<file path="config.mk">
export PLATFORM = sky130hd
export DESIGN_NAME = urap_top
export DESIGN_NICKNAME = d
export VERILOG_FILES = /design/src/core/urap_pkg.sv /design/src/core/urap_if.sv /design/src/core/urap_top.sv /design/src/core/urap_uart.sv
export VERILOG_INCLUDE_DIRS = /design/src /design/src/core
export SDC_FILE = /design/constraint.sdc
export NUM_CORES = 1
export LEC_CHECK = 0
export ABC_AREA = 1
export BUFFER_PORTS_ARGS = -buffer_cell sky130_fd_sc_hd__buf_2
export CAP_MARGIN = 5
export CELL_PAD_IN_SITES_DETAIL_PLACEMENT = 0
export CELL_PAD_IN_SITES_GLOBAL_PLACEMENT = 1
export CORE_MARGIN = 2
export CORE_UTILIZATION = 46
export DETAILED_ROUTE_END_ITERATION = 8
export PLACE_DENSITY = 0.83
export SYNTH_ARGS = -nofsm -noshare
export SYNTH_HDL_FRONTEND = slang
export SYNTH_SLANG_ARGS = --single-unit
export TNS_END_PERCENT = 10
</file>
<file path="constraint.sdc">
create_clock -name ref_clk -period 2.73 [get_ports ref_clk]
set_clock_uncertainty 0.05 [all_clocks]
set_input_delay 0.1365 -clock ref_clk [delete_from_list [all_inputs] [get_ports ref_clk]]
set_output_delay 0.1365 -clock ref_clk [all_outputs]
set_load 0.02 [all_outputs]
</file>
<file path="src/core/urap_defs.svh">
// Constants of the serial register access port: offsets, fields, resets, timing
`ifndef URAP_DEFS_SVH
`define URAP_DEFS_SVH

`define URAP_CLK_HZ 50000000
`define URAP_BAUD_HZ 115200
`define URAP_BAUD_DIV (`URAP_CLK_HZ / `URAP_BAUD_HZ)
`define URAP_BAUD_HALF (`URAP_BAUD_DIV / 2)
`define URAP_DATA_BITS 8
`define URAP_BOOT_US 1000
`define URAP_BOOT_CYC (`URAP_BOOT_US * (`URAP_CLK_HZ / 1000000))

`define URAP_ADR_ID 7'h00
`define URAP_ADR_FWVER 7'h01
`define URAP_ADR_SCRATCH 7'h02
`define URAP_ADR_TEMP 7'h03
`define URAP_ADR_FAN_LO 7'h04
`define URAP_ADR_FAN_HI 7'h05
`define URAP_ADR_FAULT 7'h06
`define URAP_ADR_CTRL 7'h0F

`define URAP_RW_BIT 0
`define URAP_CTRL_CLR_BIT 1
`define URAP_CTRL_I2C_BIT 0
`define URAP_SCRATCH_RST 8'h00
`define URAP_ID_VAL 8'h00

`define URAP_DUTY_FULL 8'hFF
`define URAP_DUTY_MIN 8'h40
`define URAP_TEMP_LO 8'h28
`define URAP_TEMP_HI 8'h58

`endif

</file>
<file path="src/core/urap_pkg.sv">
// Types of the serial register access port
package urap_pkg;
    typedef enum logic [2:0] {RX_IDLE, RX_START, RX_DATA, RX_PAR, RX_STOP} urap_rx_st_t;
    typedef enum logic [2:0] {TX_IDLE, TX_START, TX_DATA, TX_PAR, TX_STOP} urap_tx_st_t;
    typedef enum logic [2:0] {CS_BOOT, CS_ADDR, CS_COUNT, CS_WDATA, CS_RDATA} urap_cmd_st_t;
endpackage

</file>
<file path="src/core/urap_if.sv">
// Character link between the command engine and the serial line module
`timescale 1ns/10ps
interface urap_if;
    logic rx_valid;
    logic [7:0] rx_data;
    logic rx_perr;
    logic tx_valid;
    logic [7:0] tx_data;
    logic tx_ready;
    modport core (input rx_valid, input rx_data, input rx_perr, input tx_ready,
                  output tx_valid, output tx_data);
    modport phy (output rx_valid, output rx_data, output rx_perr, output tx_ready,
                 input tx_valid, input tx_data);
endinterface

</file>
<file path="src/core/urap_top.sv">
// Register access port of the board management controller, hex over serial
// Operation
// RL1 - First byte: address in bits 7-1, bit 0 one for read, zero for write.
// RL2 - Host follows with a count of consecutive register bytes to transfer.
// RL3 - A read returns exactly count bytes from consecutive addresses.
// RL4 - Sixteen-bit fan speed goes least significant byte first.
// RL5 - Link runs 115200 baud, eight data bits, even parity, one stop bit.
// RL6 - Jumper fitted regulates fan from temperature; absent runs fan at full.
// RL7 - After power-up a boot phase runs, then the register service starts.
// RL8 - Every byte travels as two ASCII hex characters, high nibble first.
// RL9 - Host sends exactly count data bytes on a write, else the port waits.
// RL10 - Writes total at most 256 bytes; host then waits 100 ms.
`timescale 1ns/10ps
`include "urap_defs.svh"
module urap_top #(
    parameter int BOOT_CYCLES = `URAP_BOOT_CYC,
    parameter logic [7:0] FW_VERSION = 8'h10 // Arbitrary value
) (
    input wire logic ref_clk,
    input wire logic nrst,
    input wire logic uart_rx,
    output logic uart_tx,
    input wire logic fan_mode_jumper,
    input wire logic [7:0] cpu_temp,
    input wire logic [15:0] fan_rpm,
    input wire logic fan_fault,
    output logic [7:0] fan_duty,
    output logic app_running,
    output logic i2c_pmu_disable
);
    urap_if link ();

    urap_uart u_uart (
        .ref_clk(ref_clk),
        .nrst(nrst),
        .uart_rx(uart_rx),
        .uart_tx(uart_tx),
        .link(link.phy)
    );

    urap_pkg::urap_cmd_st_t st_q;
    logic [31:0] boot_cnt_q;
    logic [6:0] addr_q;
    logic [7:0] cnt_q;
    logic [3:0] nib_hi_q;
    logic half_q;
    logic byte_stb_q;
    logic [7:0] byte_q;
    logic phase_q;
    logic [7:0] rbyte_q;
    logic [7:0] rd_data;
    logic [7:0] scratch_q;
    logic clr_q;
    logic fault_q;
    logic [7:0] fan_hi_q;
    logic [4:0] rx_nib;
    logic push_valid;
    logic push_ready;
    logic push_go;
    logic [7:0] push_data;
    logic [7:0] buf_q [2];
    logic wp_q;
    logic rp_q;
    logic [1:0] fill_q;
    logic pop_go;
    logic wr_stb;

    function automatic logic [4:0] hex_val(input logic [7:0] c);
        if (c >= 8'h30 && c <= 8'h39) begin
            return {1'b1, 4'(c - 8'h30)};
        end else if (c >= 8'h41 && c <= 8'h46) begin
            return {1'b1, 4'(c - 8'h37)};
        end else if (c >= 8'h61 && c <= 8'h66) begin
            return {1'b1, 4'(c - 8'h57)};
        end
        return 5'h00;
    endfunction

    function automatic logic [7:0] hex_chr(input logic [3:0] n);
        return (n < 4'hA) ? (8'h30 + {4'h0, n}) : (8'h37 + {4'h0, n});
    endfunction

    // Boot phase, then hand over to the register service
    always_ff @(posedge ref_clk) begin
        if (!nrst) begin
            boot_cnt_q <= 32'h0000_0000;
        end else if (st_q == urap_pkg::CS_BOOT) begin
            boot_cnt_q <= boot_cnt_q + 32'h0000_0001; // RL7
        end
    end
    assign app_running = (st_q != urap_pkg::CS_BOOT);

    // Pair ASCII characters into bytes
    assign rx_nib = hex_val(link.rx_data);
    always_ff @(posedge ref_clk) begin
        byte_stb_q <= 1'b0;
        if (!nrst) begin
            half_q <= 1'b0;
            nib_hi_q <= 4'h0;
            byte_q <= 8'h00;
        end else if (link.rx_perr || st_q == urap_pkg::CS_RDATA
                     || st_q == urap_pkg::CS_BOOT) begin
            half_q <= 1'b0;
        end else if (link.rx_valid && rx_nib[4]) begin
            if (!half_q) begin
                nib_hi_q <= rx_nib[3:0];
                half_q <= 1'b1;
            end else begin
                byte_q <= {nib_hi_q, rx_nib[3:0]}; // RL8
                byte_stb_q <= 1'b1;
                half_q <= 1'b0;
            end
        end
    end

    // Request sequencer
    assign push_valid = (st_q == urap_pkg::CS_RDATA);
    assign push_go = push_valid && push_ready;
    assign push_data = phase_q ? hex_chr(rbyte_q[3:0]) : hex_chr(rd_data[7:4]); // RL8
    assign wr_stb = (st_q == urap_pkg::CS_WDATA) && byte_stb_q;

    always_ff @(posedge ref_clk) begin
        if (!nrst) begin
            st_q <= urap_pkg::CS_BOOT;
            addr_q <= 7'h00;
            cnt_q <= 8'h00;
            phase_q <= 1'b0;
            rbyte_q <= 8'h00;
        end else begin
            case (st_q)
                urap_pkg::CS_BOOT: begin
                    if (boot_cnt_q >= 32'(BOOT_CYCLES - 1)) begin
                        st_q <= urap_pkg::CS_ADDR; // RL7
                    end
                end
                urap_pkg::CS_ADDR: begin
                    if (byte_stb_q) begin
                        addr_q <= byte_q[7:1]; // RL1
                        phase_q <= byte_q[`URAP_RW_BIT];
                        st_q <= urap_pkg::CS_COUNT;
                    end
                end
                urap_pkg::CS_COUNT: begin
                    if (byte_stb_q) begin
                        cnt_q <= byte_q; // RL2
                        phase_q <= 1'b0;
                        if (byte_q == 8'h00) begin
                            st_q <= urap_pkg::CS_ADDR;
                        end else if (phase_q) begin
                            st_q <= urap_pkg::CS_RDATA;
                        end else begin
                            st_q <= urap_pkg::CS_WDATA;
                        end
                    end
                end
                urap_pkg::CS_WDATA: begin
                    // Waits here until count data bytes arrive
                    if (byte_stb_q) begin // RL9
                        addr_q <= addr_q + 7'h01;
                        cnt_q <= cnt_q - 8'h01;
                        if (cnt_q == 8'h01) begin
                            st_q <= urap_pkg::CS_ADDR;
                        end
                    end
                end
                urap_pkg::CS_RDATA: begin
                    if (push_go) begin
                        phase_q <= !phase_q;
                        if (!phase_q) begin
                            rbyte_q <= rd_data;
                        end else begin
                            addr_q <= addr_q + 7'h01; // RL3
                            cnt_q <= cnt_q - 8'h01;
                            if (cnt_q == 8'h01) begin
                                st_q <= urap_pkg::CS_ADDR;
                            end
                        end
                    end
                end
                default: st_q <= urap_pkg::CS_ADDR;
            endcase
        end
    end

    // Register read mux
    always_comb begin
        case (addr_q)
            `URAP_ADR_ID: rd_data = `URAP_ID_VAL;
            `URAP_ADR_FWVER: rd_data = FW_VERSION;
            `URAP_ADR_SCRATCH: rd_data = scratch_q;
            `URAP_ADR_TEMP: rd_data = cpu_temp;
            `URAP_ADR_FAN_LO: rd_data = fan_rpm[7:0]; // RL4
            `URAP_ADR_FAN_HI: rd_data = fan_hi_q; // RL4
            `URAP_ADR_FAULT: rd_data = {7'h00, fault_q};
            `URAP_ADR_CTRL: rd_data = {6'h00, clr_q, i2c_pmu_disable};
            default: rd_data = 8'h00;
        endcase
    end

    // High byte frozen when the low byte goes out, so the pair never tears
    always_ff @(posedge ref_clk) begin
        if (!nrst) begin
            fan_hi_q <= 8'h00;
        end else if (st_q != urap_pkg::CS_RDATA
                     || (push_go && !phase_q && addr_q == `URAP_ADR_FAN_LO)) begin
            fan_hi_q <= fan_rpm[15:8]; // RL4
        end
    end

    // Writable registers
    always_ff @(posedge ref_clk) begin
        if (!nrst) begin
            scratch_q <= `URAP_SCRATCH_RST;
            i2c_pmu_disable <= 1'b0;
            clr_q <= 1'b0;
        end else begin
            clr_q <= 1'b0;
            if (wr_stb && addr_q == `URAP_ADR_SCRATCH) begin
                scratch_q <= byte_q;
            end
            if (wr_stb && addr_q == `URAP_ADR_CTRL) begin
                i2c_pmu_disable <= byte_q[`URAP_CTRL_I2C_BIT];
                clr_q <= byte_q[`URAP_CTRL_CLR_BIT];
            end
        end
    end

    // Sticky fault; a new fault wins over the clear
    always_ff @(posedge ref_clk) begin
        if (!nrst) begin
            fault_q <= 1'b0;
        end else if (fan_fault) begin
            fault_q <= 1'b1;
        end else if (clr_q) begin
            fault_q <= 1'b0;
        end
    end

    // Fan drive
    always_ff @(posedge ref_clk) begin
        if (!nrst) begin
            fan_duty <= `URAP_DUTY_FULL;
        end else if (!fan_mode_jumper || cpu_temp >= `URAP_TEMP_HI) begin
            fan_duty <= `URAP_DUTY_FULL; // RL6
        end else if (cpu_temp < `URAP_TEMP_LO) begin
            fan_duty <= `URAP_DUTY_MIN; // RL6
        end else begin
            fan_duty <= `URAP_DUTY_MIN + 8'((cpu_temp - `URAP_TEMP_LO) << 2); // RL6
        end
    end

    // Two-entry transmit buffer
    assign push_ready = (fill_q != 2'h2);
    assign pop_go = link.tx_valid && link.tx_ready;
    assign link.tx_valid = (fill_q != 2'h0);
    assign link.tx_data = buf_q[rp_q];

    for (genvar e = 0; e < 2; e++) begin : g_buf
        always_ff @(posedge ref_clk) begin
            if (!nrst) begin
                buf_q[e] <= 8'h00;
            end else if (push_go && wp_q == 1'(e)) begin
                buf_q[e] <= push_data;
            end
        end
    end

    always_ff @(posedge ref_clk) begin
        if (!nrst) begin
            wp_q <= 1'b0;
            rp_q <= 1'b0;
            fill_q <= 2'h0;
        end else begin
            wp_q <= wp_q ^ push_go;
            rp_q <= rp_q ^ pop_go;
            fill_q <= fill_q + {1'b0, push_go} - {1'b0, pop_go};
        end
    end

    addr_decode_a: assert property (@(posedge ref_clk) disable iff (!nrst) // RL1
        (st_q == urap_pkg::CS_ADDR && byte_stb_q)
        |=> addr_q == $past(byte_q[7:1]) && st_q == urap_pkg::CS_COUNT)
        else $error("address byte decoded wrongly");
    read_dir_a: assert property (@(posedge ref_clk) disable iff (!nrst) // RL1
        (st_q == urap_pkg::CS_COUNT && byte_stb_q && byte_q != 8'h00 && phase_q)
        |=> st_q == urap_pkg::CS_RDATA && cnt_q == $past(byte_q))
        else $error("read request did not start a read");
    read_count_a: assert property (@(posedge ref_clk) disable iff (!nrst) // RL3
        (push_go && phase_q)
        |=> cnt_q == $past(cnt_q) - 8'h01 && addr_q == $past(addr_q) + 7'h01)
        else $error("read byte count or address not advanced");
    read_end_a: assert property (@(posedge ref_clk) disable iff (!nrst) // RL3
        (push_go && phase_q && cnt_q == 8'h01) |=> st_q == urap_pkg::CS_ADDR)
        else $error("read did not stop after the last byte");
    lsb_first_a: assert property (@(posedge ref_clk) disable iff (!nrst) // RL4
        (push_go && !phase_q && addr_q == `URAP_ADR_FAN_LO)
        |-> push_data == hex_chr(fan_rpm[7:4]))
        else $error("fan speed low byte not sent first");
    low_nibble_a: assert property (@(posedge ref_clk) disable iff (!nrst) // RL8
        (push_go && !phase_q) ##1 (push_valid && phase_q)
        |-> push_data == hex_chr($past(rd_data[3:0], 1)))
        else $error("second character is not the low nibble");
    fan_full_a: assert property (@(posedge ref_clk) disable iff (!nrst) // RL6
        !fan_mode_jumper |=> fan_duty == 8'hFF)
        else $error("fan not at full speed without jumper");
    fan_cool_a: assert property (@(posedge ref_clk) disable iff (!nrst) // RL6
        (fan_mode_jumper && cpu_temp < 8'h28) |=> fan_duty == 8'h40)
        else $error("fan not at minimum when cool");
    boot_hold_a: assert property (@(posedge ref_clk) disable iff (!nrst) // RL7
        app_running |-> boot_cnt_q >= 32'(BOOT_CYCLES - 1))
        else $error("service started before boot phase ended");
    buf_full_a: assert property (@(posedge ref_clk) disable iff (!nrst)
        (fill_q == 2'h2 && !pop_go) |=> fill_q == 2'h2 && !push_ready)
        else $error("full buffer accepted a character");
endmodule

</file>
<file path="src/core/urap_uart.sv">
// Serial line module: 8 data bits, even parity, one stop bit
`timescale 1ns/10ps
`include "urap_defs.svh"
module urap_uart (
    input wire logic ref_clk,
    input wire logic nrst,
    input wire logic uart_rx,
    output logic uart_tx,
    urap_if.phy link
);
    localparam logic [8:0] DIV_M1 = 9'(`URAP_BAUD_DIV - 1);
    localparam logic [8:0] HALF_M1 = 9'(`URAP_BAUD_HALF - 1);
    localparam logic [2:0] LAST_BIT = 3'(`URAP_DATA_BITS - 1);

    urap_pkg::urap_rx_st_t rx_st_q;
    urap_pkg::urap_tx_st_t tx_st_q;
    logic [8:0] rx_div_q;
    logic [8:0] tx_div_q;
    logic [2:0] rx_bit_q;
    logic [2:0] tx_bit_q;
    logic [7:0] rx_sh_q;
    logic [7:0] tx_sh_q;
    logic [7:0] tx_byte_q;
    logic rx_par_q;
    logic rx_valid_q;
    logic rx_perr_q;

    assign link.rx_valid = rx_valid_q;
    assign link.rx_data = rx_sh_q;
    assign link.rx_perr = rx_perr_q;
    assign link.tx_ready = (tx_st_q == urap_pkg::TX_IDLE);

    // Receiver, sampled at mid bit
    always_ff @(posedge ref_clk) begin
        rx_valid_q <= 1'b0;
        rx_perr_q <= 1'b0;
        if (!nrst) begin
            rx_st_q <= urap_pkg::RX_IDLE;
            rx_div_q <= 9'h000;
            rx_bit_q <= 3'h0;
            rx_sh_q <= 8'h00;
            rx_par_q <= 1'b0;
        end else if (rx_st_q == urap_pkg::RX_IDLE) begin
            if (!uart_rx) begin
                rx_st_q <= urap_pkg::RX_START;
                rx_div_q <= HALF_M1;
            end
        end else if (rx_div_q != 9'h000) begin
            rx_div_q <= rx_div_q - 9'h001;
        end else begin
            rx_div_q <= DIV_M1;
            case (rx_st_q)
                urap_pkg::RX_START: begin
                    rx_st_q <= uart_rx ? urap_pkg::RX_IDLE : urap_pkg::RX_DATA;
                    rx_bit_q <= 3'h0;
                end
                urap_pkg::RX_DATA: begin
                    rx_sh_q <= {uart_rx, rx_sh_q[7:1]};
                    rx_bit_q <= rx_bit_q + 3'h1;
                    if (rx_bit_q == LAST_BIT) begin
                        rx_st_q <= urap_pkg::RX_PAR;
                    end
                end
                urap_pkg::RX_PAR: begin
                    rx_par_q <= uart_rx;
                    rx_st_q <= urap_pkg::RX_STOP;
                end
                urap_pkg::RX_STOP: begin
                    // Even parity and a high stop bit, else the character is dropped
                    if (uart_rx && !(^{rx_sh_q, rx_par_q})) begin // RL5
                        rx_valid_q <= 1'b1;
                    end else begin
                        rx_perr_q <= 1'b1;
                    end
                    rx_st_q <= urap_pkg::RX_IDLE;
                end
                default: rx_st_q <= urap_pkg::RX_IDLE;
            endcase
        end
    end

    // Transmitter
    always_ff @(posedge ref_clk) begin
        if (!nrst) begin
            tx_st_q <= urap_pkg::TX_IDLE;
            tx_div_q <= 9'h000;
            tx_bit_q <= 3'h0;
            tx_sh_q <= 8'h00;
            tx_byte_q <= 8'h00;
            uart_tx <= 1'b1;
        end else if (tx_st_q == urap_pkg::TX_IDLE) begin
            if (link.tx_valid) begin
                tx_sh_q <= link.tx_data;
                tx_byte_q <= link.tx_data;
                tx_div_q <= DIV_M1;
                tx_st_q <= urap_pkg::TX_START;
                uart_tx <= 1'b0;
            end
        end else if (tx_div_q != 9'h000) begin
            tx_div_q <= tx_div_q - 9'h001;
        end else begin
            tx_div_q <= DIV_M1;
            case (tx_st_q)
                urap_pkg::TX_START: begin
                    uart_tx <= tx_sh_q[0];
                    tx_bit_q <= 3'h0;
                    tx_st_q <= urap_pkg::TX_DATA;
                end
                urap_pkg::TX_DATA: begin
                    if (tx_bit_q == LAST_BIT) begin
                        uart_tx <= ^tx_byte_q; // RL5
                        tx_st_q <= urap_pkg::TX_PAR;
                    end else begin
                        uart_tx <= tx_sh_q[1];
                        tx_sh_q <= {1'b0, tx_sh_q[7:1]};
                        tx_bit_q <= tx_bit_q + 3'h1;
                    end
                end
                urap_pkg::TX_PAR: begin
                    uart_tx <= 1'b1;
                    tx_st_q <= urap_pkg::TX_STOP;
                end
                default: tx_st_q <= urap_pkg::TX_IDLE;
            endcase
        end
    end

    rx_parity_a: assert property (@(posedge ref_clk) disable iff (!nrst) // RL5
        link.rx_valid |-> !(^{link.rx_data, rx_par_q}))
        else $error("accepted character fails even parity");
    tx_start_a: assert property (@(posedge ref_clk) disable iff (!nrst) // RL5
        (tx_st_q == urap_pkg::TX_IDLE && link.tx_valid) |=> !uart_tx [*8])
        else $error("start bit not held low");
    tx_stop_a: assert property (@(posedge ref_clk) disable iff (!nrst) // RL5
        (tx_st_q == urap_pkg::TX_PAR && tx_div_q == 9'h000) |=> uart_tx [*8])
        else $error("stop bit not high");
endmodule
</file>
==> metrics.txt, run 1 <==
run status finished, final reports clean; simple-gate share of the synthesized area 27.06%; placed cells 1,509; clk root buf clkbuf_16; initial antenna violation count 0; CP bufs+invs 2; Tmin final 2.191 ns; Post-route DRC 0; CP Max Fanout 5; reg2reg setup slack 0.54 ns; Placer Congestion 0.8418; EDFF count, synth 14; synth warn 0; Slew headroom 33.53%; Critical Path AT 2.31 ns; HP Class input pin to flop; die width 143.1 µm; core area 0.01883 mm²; cell area power density 861.6 mW/mm²; post-CTS setup buffers 0; layout cells sized above 1 10.52%; CP Class flop to flop; crit-path max cell delay 0.40 ns; standard-cell row count 50; post-synthesis adder-cell area fraction 3.797%; input/output buffers 39; Num CTS Buffers 17; WL/cell 12.62 µm; Die Ht 143.1 µm; Mean Syn Cell Area 7.192 µm²; Primary FF master, synth dfxtp_1; peak supply drop 0.0005611 V; hold_sp cpu_temp[7]; Clock Sinks 170; Worst setup EP type flop; max frequency 456.5 MHz; Slew Viols, Final 0; layout net count 1,345; H-Tree Depth 4; asr flop ratio synth 0%; initial core utilization 47.24%; Netlist cell types 46; Leak 4.141 nW; clock tree buffer depth 2; crit-path leading delay family simple AND/OR/NAND/NOR gates; # setup viols final 0; Compound-Gate Fraction of Synth Area 16.30%; Worst Tran Pin Value 0.9894 ns; Synth Register Bits 170; slowest cell on the critical path dfxtp_1; post-route ant nets 0; global-route wire length before repair 33,920 µm; DR vias 7,734; top-level I/O count 40; post-route setup TNS 0 ns; Layout Cells excl Fill 1,562; Gate Count Post-Synth 1,237; GRT Resource Usage Total 20.34%; startpoint class of the critical path flop; post-detailed-routing wire length 19,710 µm; grt total ovfl 0; Post-DP HPWL 13,880 µm; r2r startpoint addr_q[1]; R2R depth 13; Syn-to-layout area delta 14.18%; hold path endpoint fan_duty[6]; DR pass1 iterations 5; number of global-route vias before repair 7,224; # diodes 0; initial DRC count 443; area share of xor/xnor cells in the synthesized design 4.135%; Hold Crit Depth 5; Cell Chain, Critical Path ha_1 -> inv_1 -> nor2_2 -> nand2_1 -> inv_2 -> nand2_1 -> nand3_1 -> nor2_1 -> ha_1 -> nand2_1 -> nand2_1 -> nor2_2 -> nor3_1; max-cap violation count 0; Required @ worst endpoint 2.85 ns; die area 0.02047 mm²; post-synthesis mux area share 0.1266%; synthesized area 0.008896 mm²; CTS clk-pin slew, worst paths 0.07 ns; Final Cycle Share 80.24%; register area share after synthesis 39.83%; largest net degree at the start of global routing 87; Crit path top cell by count nand2_1; syn nets 1,293; clock latency at the later pin of the worst-skew pair 0.43 ns; TritonCTS clock tree yes; largest family of logic cells by synthesized area simple AND/OR/NAND/NOR gates; Vias/cell 4.951; unrepaired setup endpoints after global routing false; Final Hold Vio Count 0; reg2reg end buf_q[1][4]
## synthesized netlist by cell type, types with 2 or more instances
library cell | n | area (µm²)
inv_2 | 9 | 33.78
buf_2 | 7 | 35.03
buf_4 | 3 | 22.52
nand2_4 | 4 | 45.04
nand3_1 | 58 | 290.3
or2_2 | 4 | 25.02
clkinv_1 | 2 | 7.510
xnor2_1 | 13 | 113.9
a211oi_1 | 6 | 45.04
nor3_1 | 21 | 105.1
buf_6 | 2 | 22.52
clkbuf_1 | 17 | 63.81
xor2_1 | 29 | 254.0
nor2_1 | 142 | 533.0
nor2_2 | 7 | 43.79
inv_1 | 155 | 581.8
nor2_4 | 12 | 135.1
nor4_1 | 5 | 31.28
nand2_1 | 230 | 863.3
ha_1 | 27 | 337.8
dfxtp_1 | 156 | 3123
edfxtp_1 | 14 | 420.4
nand4_1 | 15 | 93.84
nor3_2 | 6 | 60.06
o21a_1 | 9 | 67.56
o21ai_0 | 112 | 560.5
buf_1 | 3 | 11.26
nand2_2 | 10 | 62.56
a21boi_0 | 2 | 15.01
a21oi_1 | 122 | 610.6
a31oi_1 | 11 | 68.82
o21ai_1 | 7 | 35.03
nand3_2 | 4 | 40.04
## routing by layer
metal	global-route usage [%]	wire, µm
met4	4.898	151
met3	4.024	598
met5	0	0
met2	33.27	8804
met1	27.64	10160
## through the flow
stage	setup WS [ns]	power, mW	cell area (µm²)	utilization (%)	hold WS [ns]
finish	0.5395	8.751	10160	53.94	0.05482
global route	0.2375	9.433	10160	53.94	0.08917
CTS	0.5317	8.825	10160	53.94	0.04176
detailed placement	0.5553	6.245	9324	49.52	0.2995
global placement	0.5955	6.223	9324	49.52	0.2905
floorplan	0.7407	5.650	8896	-	0.1896
## kinds of logic (layout without fill, tap and decap cells)
group / after synthesis / count (layout)
compound gates: 275 / 275
xor+xnor: 42 / 42
fa+ha+maj: 27 / 27
buf+inv: 198 / 263
flops: 170 / 170
mux: 1 / 1
simple gates: 524 / 524
## sequential cells by signal, indices dropped and copies added (netlist names), 4 cells and up, named ones only
name	count
boot_cnt_q	32
buf_q	14
u_uart.rx_div_q	9
u_uart.tx_div_q	9
byte_q	8
cnt_q	8
fan_hi_q	8
scratch_q	8
u_uart.link.rx_data	8
addr_q	7
fan_duty	7
u_uart.tx_byte_q	7
u_uart.tx_sh_q	7
nib_hi_q	4
rbyte_q	4
## power by group
part / internal, mW / switching (mW) / leakage (nW)
Combinational: 1.04 / 1.87 / 2.42
Sequential: 2.96 / 0.353 / 1.42
Clock: 1.49 / 1.04 / 0.301
Total: 5.49 / 3.26 / 4.14
## how the worst max path moves through the flow
stage / start / end / slack (ns) / cells after the start
after global routing: addr_q[0] / buf_q[1][6] / 0.24 / 13
after detailed placement: addr_q[0] / buf_q[1][4] / 0.56 / 12
after floorplan: u_uart.tx_st_q[0] / fill_q[1] / 0.74 / 10
final: addr_q[1] / buf_q[1][4] / 0.54 / 13
after global placement: addr_q[0] / buf_q[0][4] / 0.60 / 12
after CTS: addr_q[0] / buf_q[1][4] / 0.53 / 12
## cell type report
type                    count  area, µm²
clock buffers              22      495.5
clock inverters            10      127.6
fillers                  1899       8673
inverters                 166      623.1
multi-input cells         869       4574
flip-flops and latches    170       3543
well taps                 260      325.3
repair buffers             65      467.9
## repair_timing
item | in CTS | in global routing
hold buffers | 21 | 0
gates resized for setup | 0 | 0
hold endpoints to repair | 17 | 0
## layout by cell type, fill, tap and decap left out, drive strengths merged
cell type / instances
dfxtp: 156
clkinv: 4
o221ai: 1
nand2: 244
nor4: 5
a211oi: 6
nor3b: 3
o2111ai: 1
nand3: 62
a31oi: 11
dlygate4sd3: 21
a21oi: 122
a22o: 1
o22ai: 1
xor2: 29
nor2: 161
inv: 168
nand4: 17
clkbuf: 22
xnor2: 13
a21boi: 2
ha: 27
o21ai: 119
nor3: 27
or2: 5
o21bai: 1
clkinvlp: 2
edfxtp: 14
o211ai: 1
o21a: 9
mux2: 1
buf: 44
bufinv: 2
## tightest hold or removal path, cell delays in order
cell and delay, ns:
buf_2 0.10, nor2_1 0.05, nand2_1 0.05, a21oi_1 0.09, nand2_1 0.08
Power figures use the tool's default switching activity.
==> run 2: changes to the inputs <==
--- a/config.mk
+++ b/config.mk
@@ -6,15 +6,15 @@
 export SDC_FILE = /design/constraint.sdc
 export NUM_CORES = 1
 export LEC_CHECK = 0
-export ABC_AREA = 1
+export ABC_AREA = 0
 export BUFFER_PORTS_ARGS = -buffer_cell sky130_fd_sc_hd__buf_2
 export CAP_MARGIN = 5
 export CELL_PAD_IN_SITES_DETAIL_PLACEMENT = 0
 export CELL_PAD_IN_SITES_GLOBAL_PLACEMENT = 1
 export CORE_MARGIN = 2
-export CORE_UTILIZATION = 46
+export CORE_UTILIZATION = 43
 export DETAILED_ROUTE_END_ITERATION = 8
-export PLACE_DENSITY = 0.83
+export PLACE_DENSITY = 0.79
 export SYNTH_ARGS = -nofsm -noshare
 export SYNTH_HDL_FRONTEND = slang
 export SYNTH_SLANG_ARGS = --single-unit
==> constraint.sdc (replaced) <==
create_clock -name ref_clk -period 1.9 [get_ports ref_clk]
set_clock_uncertainty 0.05 [all_clocks]
set_input_delay 0.095 -clock ref_clk [delete_from_list [all_inputs] [get_ports ref_clk]]
set_output_delay 0.095 -clock ref_clk [all_outputs]
set_load 0.02 [all_outputs]
==> metrics.txt, run 2 <==
CP Max Fanout 3; clk root buf clkbuf_16; post-synthesis adder-cell area fraction 3.972%; post-route setup TNS -10.16 ns; asr flop ratio synth 0%; clock tree buffer depth 2; WL/cell 14.21 µm; cell area power density 950.1 mW/mm²; area share of xor/xnor cells in the synthesized design 5.149%; syn nets 1,044; standard-cell row count 51; largest family of logic cells by synthesized area simple AND/OR/NAND/NOR gates; layout net count 1,219; Die Ht 144.6 µm; die area 0.02092 mm²; synth warn 0; run status finished with violations; # diodes 0; met3 wire length 431 µm; max layer used met4; CP Class flop to flop; register area share after synthesis 41.67%; post-detailed-routing wire length 20,470 µm; Placer Congestion 0.9052; die width 144.6 µm; commonest non-fill, non-tap cell in the layout nor2_1; simple-gate share of the synthesized area 22.73%; Largest Register boot_cnt_q; Clock Sinks 170; Tmin final 2.444 ns; Slew headroom 40.98%; Required @ worst endpoint 2.04 ns; grt total ovfl 0; Worst Tran Pin Value 0.8761 ns; Post-synth top cells dfxtp_1 (156), nor2_1 (156), nand2_1 (66); number of global-route vias before repair 7,160; Num CTS Buffers 17; Synth Register Bits 170; Synth top area share 36.72%; Final Hold Vio Count 0; Leak 4.478 nW; CTS clk-pin slew, worst paths 0.07 ns; global-route wire length before repair 33,930 µm; pre-CTS setup slack -0.6351 ns; reg2reg setup slack -0.54 ns; startpoint class of the critical path flop; ranking of synthesized cells by area dfxtp_1 (37%), nor2_1 (6.9%), mux2i_1 (5.4%); Metal-1 WL 9794 µm; unrepaired setup endpoints after global routing true; Final Cycle Share 128.6%; initial core utilization 43.70%; Worst setup EP type flop; Vias/cell 5.193; max-cap violation count 0; Syn-to-layout area delta 31.81%; GRT Resource Usage Total 20.08%; # setup viols final 56; top-level I/O count 40; layout cells sized above 1 27.72%; clock latency at the later pin of the worst-skew pair 0.43 ns; post-synthesis mux area share 5.547%; Critical Path AT 2.58 ns; HP Class input pin to flop; peak supply drop 0.0007112 V; synthesized area 0.008504 mm²; max reg flops 32; post-route ant nets 0; core area 0.01946 mm²; Yosys top cell by area dfxtp_1; DR vias 7,483; initial DRC count 290; Mean Syn Cell Area 8.608 µm²; Gate Count Post-Synth 988; Primary FF master, synth dfxtp_1; violated checks setup timing; met2 WL post-DR 9837 µm; H-Tree Depth 4; largest net degree at the start of global routing 54; Netlist cell types 71; TritonCTS clock tree yes; most frequent cells in the layout nor2_1 (148), dfxtp_1 (143), buf_4 (137), nand2_1 (65), a21oi_1 (55); Largest regs boot_cnt_q: 32 flops, buf_q: 14 flops; Post-DP HPWL 14,340 µm; EDFF count, synth 14; initial antenna violation count 0; input/output buffers 39; Post-route DRC 0; Slew Viols, Final 0; Compound-Gate Fraction of Synth Area 16.43%; DR pass1 iterations 5; max frequency 409.1 MHz; final worst slack -0.5442 ns
==> run 2: cell count changes in the layout (fill, tap and decap cells not counted), sizes merged, moves of 9 or more <==
cell / change
a211oi: +10
mux2i: +46
a21o: +9
nand3: -33
nand2b: +12
xnor2: +12
buf: +148
a22oi: +13
o21ai: -64
and3: +19
inv: -123
or3: +10
nand2: -178
a21oi: -57
==> run 2: final timing paths <==
kind / startpoint / to / cells after the start
worst max-delay path: addr_q[5] / buf_q[1][2] / 8
worst min-delay path: cpu_temp[5] / fan_duty[7] / 3
worst max register to register: addr_q[5] / buf_q[1][2] / 8
worst min register to register: u_uart.tx_bit_q[0] / u_uart.tx_bit_q[0] / 2
==> run 2: cell type report <==
cell class              count  area, µm²
clock buffers              18      439.2
clock inverters            14      133.9
fillers                  1769       8253
inverters                  38      147.6
multi-input cells         726       4987
flip-flops and latches    170       3560
well taps                 265      331.6
repair buffers            210       1610
==> run 2: layer usage <==
metal  global-route usage [%]  up-vias
li1                         -     3872
met1                    26.41     3517
met2                    33.35       68
met3                    4.007       26
met4                    6.132        0
met5                        0        -
==> run 2: logic make-up (layout without fill, tap and decap cells) <==
| logic type | after synthesis | count (layout) |
|---|---|---|
| XOR/XNOR | 50 | 50 |
| buffers and inverters | 92 | 280 |
| AO/OA/AOI/OAI | 216 | 216 |
| AND/OR/NAND/NOR | 386 | 386 |
| adder cells (fa/ha/maj) | 27 | 27 |
| flip-flops | 170 | 170 |
| multiplexers | 47 | 47 |
==> run 2: what timing repair did <==
action | CTS | global route
endpoints found under the setup margin | 82 | 108
resized for setup | 31 | 77
setup buffers | 2 | 7
endpoints found under the hold margin | 22 | 0
hold buffers | 18 | 0
pin swaps | 9 | 35
==> run 2: critical path, stage by stage, from the launching register on <==
cell and delay [ns]:
dfxtp_2 0.32, or4_4 0.56, nor3b_4 0.20, a32o_2 0.17, a221oi_2 0.05, ha_2 0.19
and4b_1 0.17, or3_1 0.32, and3b_1 0.17
==> run 2: through the flow <==
stage               cells  util (%)  hold WS, ns  total power [mW]  cell area [µm²]
finish               1441     57.60      0.05866             10.65            11210
floorplan             988         -       0.1554             6.243             8592
global route         1441     57.60      0.07523             11.29            11210
global placement     1383     51.28       0.2613             7.131             9981
CTS                  1435     55.77      0.01382             10.65            10850
detailed placement   1383     51.28       0.2700             7.170             9981
==> run 2: report_power, final <==
| part | leakage, nW | switching (mW) | internal [mW] |
|---|---|---|---|
| clock | 0.279 | 1.55 | 1.87 |
| sequential | 1.42 | 0.264 | 3.96 |
| combinational | 2.78 | 1.60 | 1.42 |
==> run 3: changes to the inputs <==
--- a/config.mk
+++ b/config.mk
@@ -11,7 +11,6 @@
 export CAP_MARGIN = 5
 export CELL_PAD_IN_SITES_DETAIL_PLACEMENT = 0
 export CELL_PAD_IN_SITES_GLOBAL_PLACEMENT = 1
-export CORE_MARGIN = 2
 export CORE_UTILIZATION = 43
 export DETAILED_ROUTE_END_ITERATION = 8
 export PLACE_DENSITY = 0.79
==> metrics.txt, run 3 (synthesized netlist as in run 2, its figures left out) <==
post-route setup TNS -11.11 ns; CTS clk-pin slew, worst paths 0.07 ns; TritonCTS clock tree yes; WL/cell 14.09 µm; fillcell total 1,749; r2r startpoint addr_q[6]; post-route ant nets 0; initial core utilization 43.84%; top-level I/O count 40; initial DRC count 319; run status finished with violations; largest net degree at the start of global routing 67; # diodes 0; Critical Path End buf_q[1][2]; Worst Tran Pin Value 0.7744 ns; # setup viols final 48; CP bufs+invs 0; Syn-to-layout area delta 31.85%; global-route wire length before repair 33,870 µm; number of global-route vias before repair 7,071; crit-path leading delay family simple AND/OR/NAND/NOR gates; peak supply drop 0.0006886 V; Tmin final 2.491 ns; post-detailed-routing wire length 20,350 µm; slowest cell on the critical path or4_4; clock latency at the later pin of the worst-skew pair 0.43 ns; Post-route DRC 0; HP Class input pin to flop; initial antenna violation count 0; Worst setup startpoint addr_q[6]; Required @ worst endpoint 2.03 ns; reg2reg setup slack -0.59 ns; final worst slack -0.5910 ns; die area 0.02034 mm²; crit-path max cell delay 0.57 ns; Sequential Area 0.003557 mm²; layout cells sized above 1 26.89%; Cell Chain, Critical Path or4_4 -> nor3b_4 -> a32o_2 -> a221oi_4 -> ha_4 -> and4b_1 -> or3_4 -> and3b_1; H-Tree Depth 4; Clock Sinks 170; startpoint class of the critical path flop; max reg flops 32; Critical Path AT 2.62 ns; Worst setup EP type flop; most frequent cells in the layout nor2_1 (149), dfxtp_1 (145), buf_4 (138), nand2_1 (66), a21oi_1 (57); layout net count 1,223; CP Max Fanout 3; GRT Resource Usage Total 20.64%; grt total ovfl 0; Largest Register boot_cnt_q; Slew headroom 47.83%; Layout Cells excl Fill 1,444; violated checks setup timing; Multi-input gate area 0.004922 mm²; DR pass1 iterations 8; max-cap violation count 0; input/output buffers 39; Die Ht 142.6 µm; cell area power density 970.2 mW/mm²; clk root buf clkbuf_16; Final Hold Vio Count 0; Slew Viols, Final 0; Vias/cell 5.232; placed cells 1,388; CP Class flop to flop; Leak 4.509 nW; Placer Congestion 0.8329; unrepaired setup endpoints after global routing true; die width 142.6 µm; R2R depth 8; max frequency 401.4 MHz; Num CTS Buffers 17; Final Cycle Share 131.1%; clock tree buffer depth 2; core area 0.01940 mm²; Worst path depth 8; DR vias 7,555; reg2reg end buf_q[1][2]; Post-DP HPWL 13,930 µm; Largest regs boot_cnt_q: 32 flops, buf_q: 14 flops; commonest non-fill, non-tap cell in the layout nor2_1; standard-cell row count 51
[run 3: changes by cell type in the layout (fill, tap and decap cells not counted), moves of 2 or more]
cell       before  now
inv_1          31   35
inv_2           5    2
a211oi_1       13   15
a211oi_2        3    1
a21oi_1        55   57
a21oi_2         9    7
and4_1          5    3
buf_6          13   15
bufinv_16       1    3
dfxtp_1       143  145
dfxtp_2        13   11
inv_6           7    5
[run 3: area by class of cell]
type                    count  share of cell area (%)
clock buffers              18                   3.827
clock inverters            13                   1.495
inverters                  38                   1.294
flip-flops and latches    170                   31.72
well taps                 265                   2.957
multi-input cells         726                   43.90
repair buffers            214                   14.81
[run 3: metrics by stage]
step | instance area (µm²) | util [%] | hold WS, ns | power (mW) | worst slack, ns
CTS | 11040 | 56.89 | 0.01954 | 10.89 | -0.5270
detailed placement | 10030 | 51.71 | 0.2791 | 7.265 | -0.6391
floorplan | 8592 | - | 0.1554 | 6.243 | -0.6416
finish | 11210 | 57.80 | 0.04172 | 10.88 | -0.5910
global placement | 10030 | 51.71 | 0.2599 | 7.235 | -0.6154
global route | 11210 | 57.80 | 0.04163 | 11.51 | -0.6579
[run 3: worst min path at each step]
stage	start	endpoint	slack [ns]	cells after the start
3_3_place_gp	fan_fault	fault_q	0.26	3
3_5_place_dp	fan_fault	fault_q	0.28	3
4_1_cts	cpu_temp[7]	fan_duty[1]	0.02	2
6_report	cpu_temp[5]	fan_duty[7]	0.04	3
2_1_floorplan	cpu_temp[0]	fan_duty[2]	0.16	1
5_1_grt	cpu_temp[7]	fan_duty[1]	0.04	2
[run 3: power by group]
group | internal, mW | switching [mW]
Clock | 2.08 | 1.50
Combinational | 1.49 | 1.61
Sequential | 3.95 | 0.249
[run 3: worst min-delay path: cells and delay by family]
kind / cells / cell delay [ns]
buffers and inverters: 1 / 0.16
XOR/XNOR: 1 / 0.13
AO/OA/AOI/OAI: 1 / 0.10
[run 3: metal layers]
| metal | track usage [%] | part of all wire (%) |
|---|---|---|
| met5 | 0 | 0 |
| met4 | 6.565 | 1.7 |
| met3 | 4.024 | 2.3 |
| met2 | 34.26 | 48 |
| met1 | 26.91 | 48 |
[run 3: what timing repair did]
item                                    4_1_cts  5_1_grt
endpoints found under the hold margin        19        0
endpoints found under the setup margin       96      109
pin swaps                                    22       21
buffers inserted                              5        2
resized for setup                            48       44
hold buffers                                 18        0
